## config.mk

```make
export PLATFORM = sky130hd
export DESIGN_NAME = pfc_switching_freq_loop_config
export DESIGN_NICKNAME = d
export VERILOG_FILES = /design/src/rtl/freq_code_rom.v /design/src/rtl/pfc_switching_freq_loop_config.v
export VERILOG_INCLUDE_DIRS = /design/src /design/src/common
export SDC_FILE = /design/constraint.sdc
export NUM_CORES = 1
export LEC_CHECK = 0
export BUFFER_PORTS_ARGS = -buffer_cell sky130_fd_sc_hd__buf_4
export CORE_MARGIN = 3
export CORE_UTILIZATION = 50
export DETAILED_ROUTE_END_ITERATION = 6
export MAX_ROUTING_LAYER = met4
export PLACE_DENSITY = 0.8
export SYNTH_ARGS = -nofsm -noshare
export SYNTH_HDL_FRONTEND = slang
export SYNTH_SLANG_ARGS = --single-unit
```

## constraint.sdc

```tcl
create_clock -name core_clk -period 5.85 [get_ports core_clk]
set_input_delay 0.8775 -clock core_clk [delete_from_list [all_inputs] [get_ports core_clk]]
set_output_delay 0.8775 -clock core_clk [all_outputs]
set_load 0.05 [all_outputs]
```

## src/common/pfc_defs.vh

```
/*
 * Register offsets, field layouts, reset values and timing counts for the
 * PFC switching frequency and voltage loop configuration block.
 * Assumes a 10 MHz core clock and 16-bit register addresses.
 */
`ifndef PFC_DEFS_VH
`define PFC_DEFS_VH

`define ADDR_W               16
`define OFS_DITHER_PERIOD    16'hfe1d
`define OFS_SYNC_DIVIDER     16'hfe1e
`define OFS_LOOP_GAIN        16'hfe20
`define OFS_LOOP_ZERO        16'hfe21
`define OFS_FAST_GAIN        16'hfe22

`define DITHER_FIELD_MSB     6
`define SYNC_DIV_MSB         1
`define RST_DITHER_PERIOD    7'h00
`define RST_SYNC_DIVIDER     8'h00
`define RST_LOOP_GAIN        8'h00
`define RST_LOOP_ZERO        8'h00
`define RST_FAST_GAIN        8'h00

`define CLK_FREQ_KHZ         10000
`define DITHER_STEP_US       40
`define DITHER_STEP_CYCLES   ((`DITHER_STEP_US * `CLK_FREQ_KHZ) / 1000)

`define PERIOD_W             9
`define NOMINAL_PERIOD       9'h064
`define DITHER_SPAN          4'h4

`endif

```

## src/rtl/freq_code_rom.v

```verilog
/*
 * Lookup of the 6-bit low-power frequency code to a switching period in
 * core clock cycles; read data come out of a register.
 * Assumes a 10 MHz clock; each entry is 10000 / f(kHz), rounded.
 */
`default_nettype none
module freq_code_rom (
	input  wire       core_clk,
	input  wire       rst_n,
	input  wire [5:0] code,
	output reg  [8:0] period
);
	reg [8:0] lookup;

	always @* begin
		case (code)
		6'h00: lookup = 9'd333;  6'h01: lookup = 9'd307;  6'h02: lookup = 9'd282;
		6'h03: lookup = 9'd256;  6'h04: lookup = 9'd230;  6'h05: lookup = 9'd205;
		6'h06: lookup = 9'd192;  6'h07: lookup = 9'd179;  6'h08: lookup = 9'd166;
		6'h09: lookup = 9'd154;  6'h0a: lookup = 9'd141;  6'h0b: lookup = 9'd128;
		6'h0c: lookup = 9'd115;  6'h0d: lookup = 9'd102;  6'h0e: lookup = 9'd99;
		6'h0f: lookup = 9'd96;   6'h10: lookup = 9'd93;   6'h11: lookup = 9'd90;
		6'h12: lookup = 9'd86;   6'h13: lookup = 9'd83;   6'h14: lookup = 9'd80;
		6'h15: lookup = 9'd77;   6'h16: lookup = 9'd74;   6'h17: lookup = 9'd70;
		6'h18: lookup = 9'd67;   6'h19: lookup = 9'd64;   6'h1a: lookup = 9'd61;
		6'h1b: lookup = 9'd58;   6'h1c: lookup = 9'd54;   6'h1d: lookup = 9'd51;
		6'h1e: lookup = 9'd50;   6'h1f: lookup = 9'd50;   6'h20: lookup = 9'd49;
		6'h21: lookup = 9'd48;   6'h22: lookup = 9'd47;   6'h23: lookup = 9'd46;
		6'h24: lookup = 9'd46;   6'h25: lookup = 9'd45;   6'h26: lookup = 9'd44;
		6'h27: lookup = 9'd43;   6'h28: lookup = 9'd42;   6'h29: lookup = 9'd42;
		6'h2a: lookup = 9'd41;   6'h2b: lookup = 9'd40;   6'h2c: lookup = 9'd39;
		6'h2d: lookup = 9'd38;   6'h2e: lookup = 9'd38;   6'h2f: lookup = 9'd37;
		6'h30: lookup = 9'd36;   6'h31: lookup = 9'd35;   6'h32: lookup = 9'd34;
		6'h33: lookup = 9'd34;   6'h34: lookup = 9'd33;   6'h35: lookup = 9'd32;
		6'h36: lookup = 9'd31;   6'h37: lookup = 9'd30;   6'h38: lookup = 9'd30;
		6'h39: lookup = 9'd29;   6'h3a: lookup = 9'd28;   6'h3b: lookup = 9'd27;
		6'h3c: lookup = 9'd26;   6'h3d: lookup = 9'd26;   6'h3e: lookup = 9'd25;
		default: lookup = 9'd25;
		endcase
	end

	always @(posedge core_clk or negedge rst_n) begin
		if (!rst_n)
			period <= 9'd0;
		else
			period <= lookup;
	end
endmodule
`default_nettype wire

```

## src/rtl/pfc_switching_freq_loop_config.v

```verilog
/*
 * Switching frequency and voltage loop configuration for a digital PFC
 * controller: register file, dithered switching period, external sync
 * division, low-power frequency code and loop filter settings.
 * Assumes all inputs synchronous to core_clk; the management interface
 * presents a simple one-cycle read/write strobe with a 16-bit address.
 */
`include "pfc_defs.vh"
`default_nettype none
module pfc_switching_freq_loop_config #(
	parameter [`PERIOD_W-1:0] NOMINAL_PERIOD = `NOMINAL_PERIOD,
	parameter [3:0]           DITHER_SPAN    = `DITHER_SPAN
) (
	input  wire               core_clk,
	input  wire               rst_n,
	input  wire [`ADDR_W-1:0] reg_addr,
	input  wire               reg_write,
	input  wire               reg_read,
	input  wire [7:0]         reg_wdata,
	output reg  [7:0]         reg_rdata,
	output reg                reg_hit,
	input  wire               dither_enable,
	input  wire               smart_freq_enable,
	input  wire               low_power,
	input  wire [5:0]         low_power_freq_code,
	input  wire               ext_sync_enable,
	input  wire               sync_in,
	input  wire [7:0]         on_time,
	output reg                switching_frequency,
	output reg                period_start,
	output reg  [7:0]         normal_loop_gain,
	output reg  [7:0]         normal_loop_zero,
	output reg  [7:0]         fast_loop_gain
);
	localparam integer STEP_CYCLES_FULL = `DITHER_STEP_CYCLES;
	localparam [8:0]   STEP_CYCLES      = STEP_CYCLES_FULL[8:0];

	reg  [6:0]           dither_update_period;
	reg  [7:0]           sync_clock_divider;
	reg  [8:0]           step_count;
	reg  [6:0]           step_total;
	reg                  dither_update;
	reg  [3:0]           dither_offset;
	reg                  dither_down;
	reg                  sync_prev;
	reg  [1:0]           sync_edges;
	reg  [`PERIOD_W-1:0] cycle_count;
	reg  [`PERIOD_W-1:0] active_period;
	reg  [`PERIOD_W-1:0] next_period;
	wire [`PERIOD_W-1:0] code_period;
	wire                 sync_edge;
	wire                 sync_fire;
	wire                 free_end;

	freq_code_rom code_rom (
		.core_clk (core_clk),
		.rst_n    (rst_n),
		.code     (low_power_freq_code),
		.period   (code_period)
	);

	// register writes; unmapped addresses are ignored
	always @(posedge core_clk or negedge rst_n) begin
		if (!rst_n) begin
			dither_update_period <= `RST_DITHER_PERIOD;
			sync_clock_divider   <= `RST_SYNC_DIVIDER;
			normal_loop_gain     <= `RST_LOOP_GAIN;
			normal_loop_zero     <= `RST_LOOP_ZERO;
			fast_loop_gain       <= `RST_FAST_GAIN;
		end else if (reg_write) begin
			if (reg_addr == `OFS_DITHER_PERIOD) begin
				dither_update_period <= reg_wdata[`DITHER_FIELD_MSB:0];
			end else if (reg_addr == `OFS_SYNC_DIVIDER) begin
				sync_clock_divider <= reg_wdata;
			end else if (reg_addr == `OFS_LOOP_GAIN) begin
				normal_loop_gain <= reg_wdata;
			end else if (reg_addr == `OFS_LOOP_ZERO) begin
				normal_loop_zero <= reg_wdata;
			end else if (reg_addr == `OFS_FAST_GAIN) begin
				fast_loop_gain <= reg_wdata;
			end
		end
	end

	// registered read data; reserved bit 7 of the dither register reads zero
	always @(posedge core_clk or negedge rst_n) begin
		if (!rst_n) begin
			reg_rdata <= 8'h00;
			reg_hit   <= 1'b0;
		end else if (reg_read) begin
			reg_hit <= 1'b1;
			if (reg_addr == `OFS_DITHER_PERIOD) begin
				reg_rdata <= {1'b0, dither_update_period};
			end else if (reg_addr == `OFS_SYNC_DIVIDER) begin
				reg_rdata <= sync_clock_divider;
			end else if (reg_addr == `OFS_LOOP_GAIN) begin
				reg_rdata <= normal_loop_gain;
			end else if (reg_addr == `OFS_LOOP_ZERO) begin
				reg_rdata <= normal_loop_zero;
			end else if (reg_addr == `OFS_FAST_GAIN) begin
				reg_rdata <= fast_loop_gain;
			end else begin
				reg_rdata <= 8'h00;
				reg_hit   <= 1'b0;
			end
		end else begin
			reg_hit <= 1'b0;
		end
	end

	// 40 us tick counter, then count ticks up to the programmed period
	always @(posedge core_clk or negedge rst_n) begin
		if (!rst_n) begin
			step_count    <= 9'd0;
			step_total    <= 7'd0;
			dither_update <= 1'b0;
		end else begin
			dither_update <= 1'b0;
			if (!dither_enable || dither_update_period == 7'd0) begin
				step_count <= 9'd0;
				step_total <= 7'd0;
			end else if (step_count == STEP_CYCLES - 9'd1) begin
				step_count <= 9'd0;
				// a field lowered below the running count must not wait for a wrap
				if (step_total >= dither_update_period - 7'd1) begin
					step_total    <= 7'd0;
					dither_update <= 1'b1;
				end else begin
					step_total <= step_total + 7'd1;
				end
			end else begin
				step_count <= step_count + 9'd1;
			end
		end
	end

	// triangular sweep of the period offset, one step per update
	always @(posedge core_clk or negedge rst_n) begin
		if (!rst_n) begin
			dither_offset <= 4'h0;
			dither_down   <= 1'b0;
		end else if (!dither_enable) begin
			dither_offset <= 4'h0;
			dither_down   <= 1'b0;
		end else if (dither_update) begin
			if (dither_down) begin
				if (dither_offset == 4'h1)
					dither_down <= 1'b0;
				dither_offset <= dither_offset - 4'h1;
			end else begin
				if (dither_offset == DITHER_SPAN - 4'h1)
					dither_down <= 1'b1;
				dither_offset <= dither_offset + 4'h1;
			end
		end
	end

	// base period: frequency code only in smart low-power mode
	always @* begin
		if (smart_freq_enable && low_power)
			next_period = code_period + {5'd0, dither_offset};
		else
			next_period = NOMINAL_PERIOD + {5'd0, dither_offset};
	end

	// external sync: one switching period per (division + 1) sync edges
	assign sync_edge = sync_in && !sync_prev;
	assign sync_fire = sync_edge && (sync_edges == sync_clock_divider[`SYNC_DIV_MSB:0]);
	assign free_end  = (cycle_count >= active_period - 9'd1);

	always @(posedge core_clk or negedge rst_n) begin
		if (!rst_n) begin
			sync_prev  <= 1'b0;
			sync_edges <= 2'd0;
		end else begin
			sync_prev <= sync_in;
			if (!ext_sync_enable || sync_fire)
				sync_edges <= 2'd0;
			else if (sync_edge)
				sync_edges <= sync_edges + 2'd1;
		end
	end

	// period counter and switch drive; the new period is taken at a boundary
	// so a dither step never truncates a pulse already running
	always @(posedge core_clk or negedge rst_n) begin
		if (!rst_n) begin
			cycle_count         <= 9'd0;
			active_period       <= NOMINAL_PERIOD;
			period_start        <= 1'b0;
			switching_frequency <= 1'b0;
		end else begin
			period_start <= 1'b0;
			if (ext_sync_enable ? sync_fire : free_end) begin
				cycle_count         <= 9'd0;
				active_period       <= next_period;
				period_start        <= 1'b1;
				switching_frequency <= (on_time != 8'h00);
			end else begin
				if (cycle_count != 9'h1ff)
					cycle_count <= cycle_count + 9'd1;
				if (cycle_count + 9'd1 >= {1'b0, on_time})
					switching_frequency <= 1'b0;
			end
		end
	end
endmodule
`default_nettype wire

```

* After elaboration in Yosys (flattened, before gate mapping)
Memory sizes are Yosys's and may differ from the RTL's. A register that Yosys moved wholly into a read port is not among the register bits.
Cells that the tools add are included.
W data, S select, Z words.
** Storage, ports and cells
- Input port bits :: 47
- Output and inout port bits :: 35
- Bits in read-only memories :: 576
- Memories kept :: 1
- Register bits :: 93
- Logic and storage cells :: 103
** Memory list
- (name not given) :: words 64, width 9, rd ports 1, clocked after memory_dff 1, wr ports 0, line freq_code_rom.v:16 : case (code)
** Cells by class
- Equality and inequality tests :: 11
- Order comparisons :: 3
- Bitwise operators :: 4
- Add/sub/neg operators :: 10
- Reduce and logical (&&, ||, !) cells :: 20
- Multiplexer cells :: 36
** Operator list (number)
- $eq A16 B16 Y1 const B :: 5
- $mux W9 :: 5
- $mux W8 :: 5
- $mux W7 :: 3
- $add A9 B1 Y9 const B :: 2
- $mux W1 :: 18
- $mux W4 :: 3
- $add A9 B4 Y9 :: 1
- $eq A9 B9 Y1 const B :: 1
- $ge A9 B8 Y1 :: 1
- $ge A9 B9 Y1 :: 1
- $ne A9 B9 Y1 const B :: 1
- $sub A9 B1 Y9 const B :: 1
- $add A7 B4 Y8 const A :: 1
- $reduce_bool A2 Y1 :: 4
- $reduce_bool A8 Y1 :: 1
- $add A7 B1 Y7 const B :: 1
- $ge A7 B7 Y1 :: 1
- $logic_not A7 Y1 :: 1
- $sub A7 B1 Y7 const B :: 1
- $reduce_and A6 Y1 :: 1
- $reduce_and A5 Y1 :: 1
- $add A4 B1 Y4 const B :: 1
- $eq A4 B1 Y1 const B :: 1
- 13 further kinds :: 23

* Depth between registers and ports, before layout
- Depth in word-level cells :: 7
- Depth in mapped cells :: 12
- Mapped depth without buffers :: 11

* Modules after synthesis
Synthesis repeated with hierarchy kept, for this count alone.
** Second synthesis, totals
- Cells, all modules :: 636
- Area total of the unflattened synthesis :: 6507.5 µm²
** Modules (own cells, without submodules)
- pfc_switching_freq_loop_config :: cells an instance 523, area each 5601.6 µm², times used 1, seq. area each 2331.0 µm²
- freq_code_rom :: cells an instance 113, area each 905.9 µm², times used 1, seq. area each 225.2 µm²

* Least setup slack after synthesis
OpenSTA, ideal clock, no wires.
- Path type :: reg-to-reg
- From :: reg active_period[4]
- To :: reg active_period[3]
- Buffers on the path :: 1
- Slack :: 2.854 ns
- Arrival :: 2.872 ns
- Library setup time :: 0.125 ns
- Cell stages (with the launch flop) :: 10
- Period minus slack after synthesis :: 2.996 ns
- Data required time :: 5.725 ns
- Path through :: dfrtp_1 > or3_1 > or3b_2 > xor2_1 > ha_1 > nand4_1 > or3_1 > a31oi_1 > buf_2 > mux2_2
** On the way
- Word-level cells in the longest chain between the ends :: 3
** RTL lines
- start: declaration :: line pfc_switching_freq_loop_config.v:48 : reg [`PERIOD_W-1:0] active_period;
- start signal: assignment :: line pfc_switching_freq_loop_config.v:196 : active_period <= next_period;
- $sub A9 B1 Y9 :: line pfc_switching_freq_loop_config.v:169 : assign free_end = (cycle_count >= active_period - 9'd1);
- $ge A9 B9 Y1 :: line pfc_switching_freq_loop_config.v:169
- $mux W1 :: line pfc_switching_freq_loop_config.v:194 : if (ext_sync_enable ? sync_fire : free_end) begin
Every way passes these cells.
A chain may end at the register's enable or synchronous reset.

* Worst setup path after layout
- From :: reg active_period[4]
- To :: reg active_period[7]
The elaborated chain is that of the path after synthesis.

==> results.yml <==
worst_setup_path:
  cp_top_family: "simple AND/OR/NAND/NOR gates"
  rr_startpoint: "active_period[4]$_DFFE_PN0P_"
  cp_max_fo: 20
  cp-end-kind: "flip-flop"
  crit_path_start: "active_period[4]$_DFFE_PN0P_"
  crit_required_ns: 6.08
  cp_num_buf_inv: 0
  crit_path_cell_trace: "or3_1, or3b_2, xor2_1, ha_1, nand4_1, or3_1, a31oi_2, mux2_2"
  critPathKind: "reg -> reg"
  cpPeakStageDelay_ns: 0.89
  slowest_stage: "a31oi_2"
  cpMostUsedCell: "or3_1"
  crit_arrival_ns: 3.88
  worst_setup_path_start_kind: "flip-flop"
pwr:
  cellLeakagePower_uw: 0.00343
  vdd_drop_max_uv: 141
  power_uw: 1660
  pwr_density_cell_mw_per_mm2: 225
clocking:
  post-cts-setup-buffers: 0
  cts_htree_levels: 3
  cts_tree: "done"
  cts_root_buffer: "clkbuf_16"
  path_clk_slew_ns: 0.07
  cts.path.max_buffers: 2
  cts_made_buffers: 9
  cts_hold_buf: 0
  cts_resized: 0
  clock_sinks: 102
  worstSkewPairLatency_ns: 0.35
cells_and_area:
  post-route-util_pct: 60.7
  fillCellCount: 988
  antennaDiodeCount: 0
  nets: 781
  drive_gt1_share_pct: 25.1
  syn2layout_area_growth_pct: 17.2
synthesis:
  synth-edff-count: 0
  syn-mean-instance-area_um2: 10.3
  synth_nets: 707
  synth-seq-cells: 102
  yosys_warnings: 0
  netlist_area_mm2: 0.00630
  ys_types: 69
  async_flop_share_pct: 100
  syn_inst: 613
  yosysSeqAreaShare_pct: 40.6
  ys_dominant_reg_cell: "dfrtp_1"
timing:
  period_share_pct: 62.4
  grt_setup_unrepaired: "false"
  final-max-slew-violation-count: 0
  max_freq_ghz: 0.274
  tightestPinTransition_ns: 1.09
  slew_headroom_pct: 27.3
  timing.setup.tns_ns: 0
  finalHoldViolations: 0
  setup_viol: 0
  hold_ws_ns: 0.413
  period_minus_slack_ns: 3.65
  clock-skew-final_ns: 0.0104
detailed_routing:
  ant_nets: 0
  dr_total_vias: 4963
  viasPerCell: 5.77
  drc: 13
  drt_first_pass_iters: 7
  wl_um: 14000
  initialDrtViolationCount: 386
  wire_per_inst_um: 16.2
grt:
  use_met2_pct: 35.9
  use_met3_pct: 3.59
  grt_pass1_wl_um: 24200
  track_usage_pct: 21.3
  busiest_layer: "met2"
  overflow: 0
  grt_max_degree: 78
  grt_antenna_before_repair: 0
  grt_use_met1_pct: 26.2
  grt_pass1_vias: 5137
floorplan:
  die_y_um: 118
  fp-row-count: 40
  die_w_um: 118
  core_mm2: 0.0122
  ios: 82
  initial_core_util_pct: 51.8
  dieArea_mm2: 0.0140
place:
  port_buffers: 81
  place.gp.congestion: 0.911
  dpl.hpwl_um: 10600
worst_hold_path:
  hold_class: "in -> async"
status:
  violations: "design-rule violations"
  status: "complete, but fails checks"
run:
  maxCapViolCount: 0
cells in the final DEF (no fill, tap or decap), types with 3 or more instances in the layout:
| master | n |
|---|---|
| clkbuf_16 | 9 |
| or3_1 | 7 |
| nor3_1 | 12 |
| mux2_2 | 47 |
| dfrtp_1 | 99 |
| o311ai_2 | 5 |
| xnor2_1 | 33 |
| mux2i_1 | 19 |
| nand2b_1 | 7 |
| o31ai_1 | 4 |
| inv_1 | 36 |
| o21ai_0 | 24 |
| and3_1 | 10 |
| nor2_1 | 49 |
| a211oi_1 | 8 |
| nand3_1 | 16 |
| dfstp_2 | 3 |
| ha_1 | 46 |
| buf_4 | 83 |
| xor2_1 | 11 |
| nor4_1 | 4 |
| or2_2 | 3 |
| nand2_1 | 39 |
| and2_1 | 7 |
| a31oi_1 | 3 |
| a21oi_1 | 20 |
| a222oi_1 | 7 |
| o22ai_1 | 10 |
| nor2b_1 | 10 |
worst paths after layout:
kind	slack (ns)	cells past startpoint	end
max in group asynchronous	4.16	2	sync_clock_divider[1]$_DFFE_PN0P_
max	2.20	8	active_period[7]$_DFFE_PN0P_
max reg2reg	2.20	8	active_period[7]$_DFFE_PN0P_
min in group core_clk	0.47	1	step_count[0]$_DFF_PN0_
min	0.41	1	reg_rdata[3]$_DFFE_PN0P_
min reg2reg	0.47	1	step_count[0]$_DFF_PN0_
metrics by stage:
step	instance area (um^2)	setup WS, ns	std cells
after CTS	7380	2.20	860
after global placement	7050	2.29	844
after global routing	7380	1.99	860
after detailed placement	7050	2.19	844
after floorplan	6300	2.85	613
final	7380	2.20	860
synthesized netlist by cell type, drive strengths merged (2+ instances only):
library cell / number / share of area, %
dfrtp: 99 / 39
nor2: 51 / 3.1
mux2: 47 / 8.4
ha: 46 / 9.1
nand2: 41 / 2.6
inv: 37 / 2.2
xnor2: 33 / 4.6
o21ai: 25 / 2.0
a21oi: 20 / 1.6
mux2i: 19 / 3.0
nand3: 16 / 1.3
nor3: 14 / 1.3
xor2: 11 / 1.5
and3: 10 / 0.99
buf: 10 / 0.74
clkbuf: 10 / 0.60
nor2b: 10 / 0.99
o22ai: 10 / 0.99
a211oi: 8 / 0.95
a222oi: 7 / 1.1
and2: 7 / 0.70
nand2b: 7 / 0.70
o311ai: 7 / 1.6
or3: 7 / 0.70
a31oi: 4 / 0.40
nor4: 4 / 0.40
nor4b: 4 / 0.89
o31ai: 4 / 0.48
a311oi: 3 / 0.70
dfstp: 3 / 1.3
or2: 3 / 0.30
a2111oi: 2 / 0.28
a221oi: 2 / 0.28
a22oi: 2 / 0.24
a41oi: 2 / 0.28
mux4: 2 / 0.72
nand4: 2 / 0.20
nand4b: 2 / 0.28
nor3b: 2 / 0.24
o211ai: 2 / 0.24
per-layer routing:
| metal | vias to the layer above | routed length [um] |
|---|---|---|
| met2 | 115 | 7260 |
| met3 | 27 | 576 |
| met4 | 0 | 290 |
| li1 | 2358 | - |
| met5 | - | 0 |
| met1 | 2463 | 5830 |
power breakdown:
| group | internal, uW | switching, uW |
|---|---|---|
| clock | 382 | 275 |
| combinational | 112 | 135 |
| sequential | 731 | 27.2 |
state kept, by name (all words and copies together), names as in the netlist:
name                  count
active_period             9
code_rom.period           9
cycle_count               9
dither_down               1
dither_offset             4
dither_update             1
dither_update_period      7
fast_loop_gain            8
normal_loop_gain          8
normal_loop_zero          8
period_start              1
reg_hit                   1
reg_rdata                 8
step_count                9
step_total                7
switching_frequency       1
sync_clock_divider        8
sync_edges                2
sync_prev                 1
final cells by class:
class                      instances  area [um^2]  area share, %
tap                              168          210           2.85
timing repair buffer              83          623           8.44
multi-input combinational        453         3520           47.7
clock buffer                       9          225           3.05
sequential                       102         2560           34.6
clock inverter                     7          104           1.41
inverter                          38          143           1.93
cells by family after synthesis:
logic type,share of synthesized area [%]
and+or+nand+nor,15.4
AOI/OAI and AO/OA,12.6
DFF,40.6
muxes,12.1
buffers and inverters,3.60
adders and majority gates,9.62
xor gates and xnor gates,6.12
Note: power is estimated with default switching activity, not from simulation.
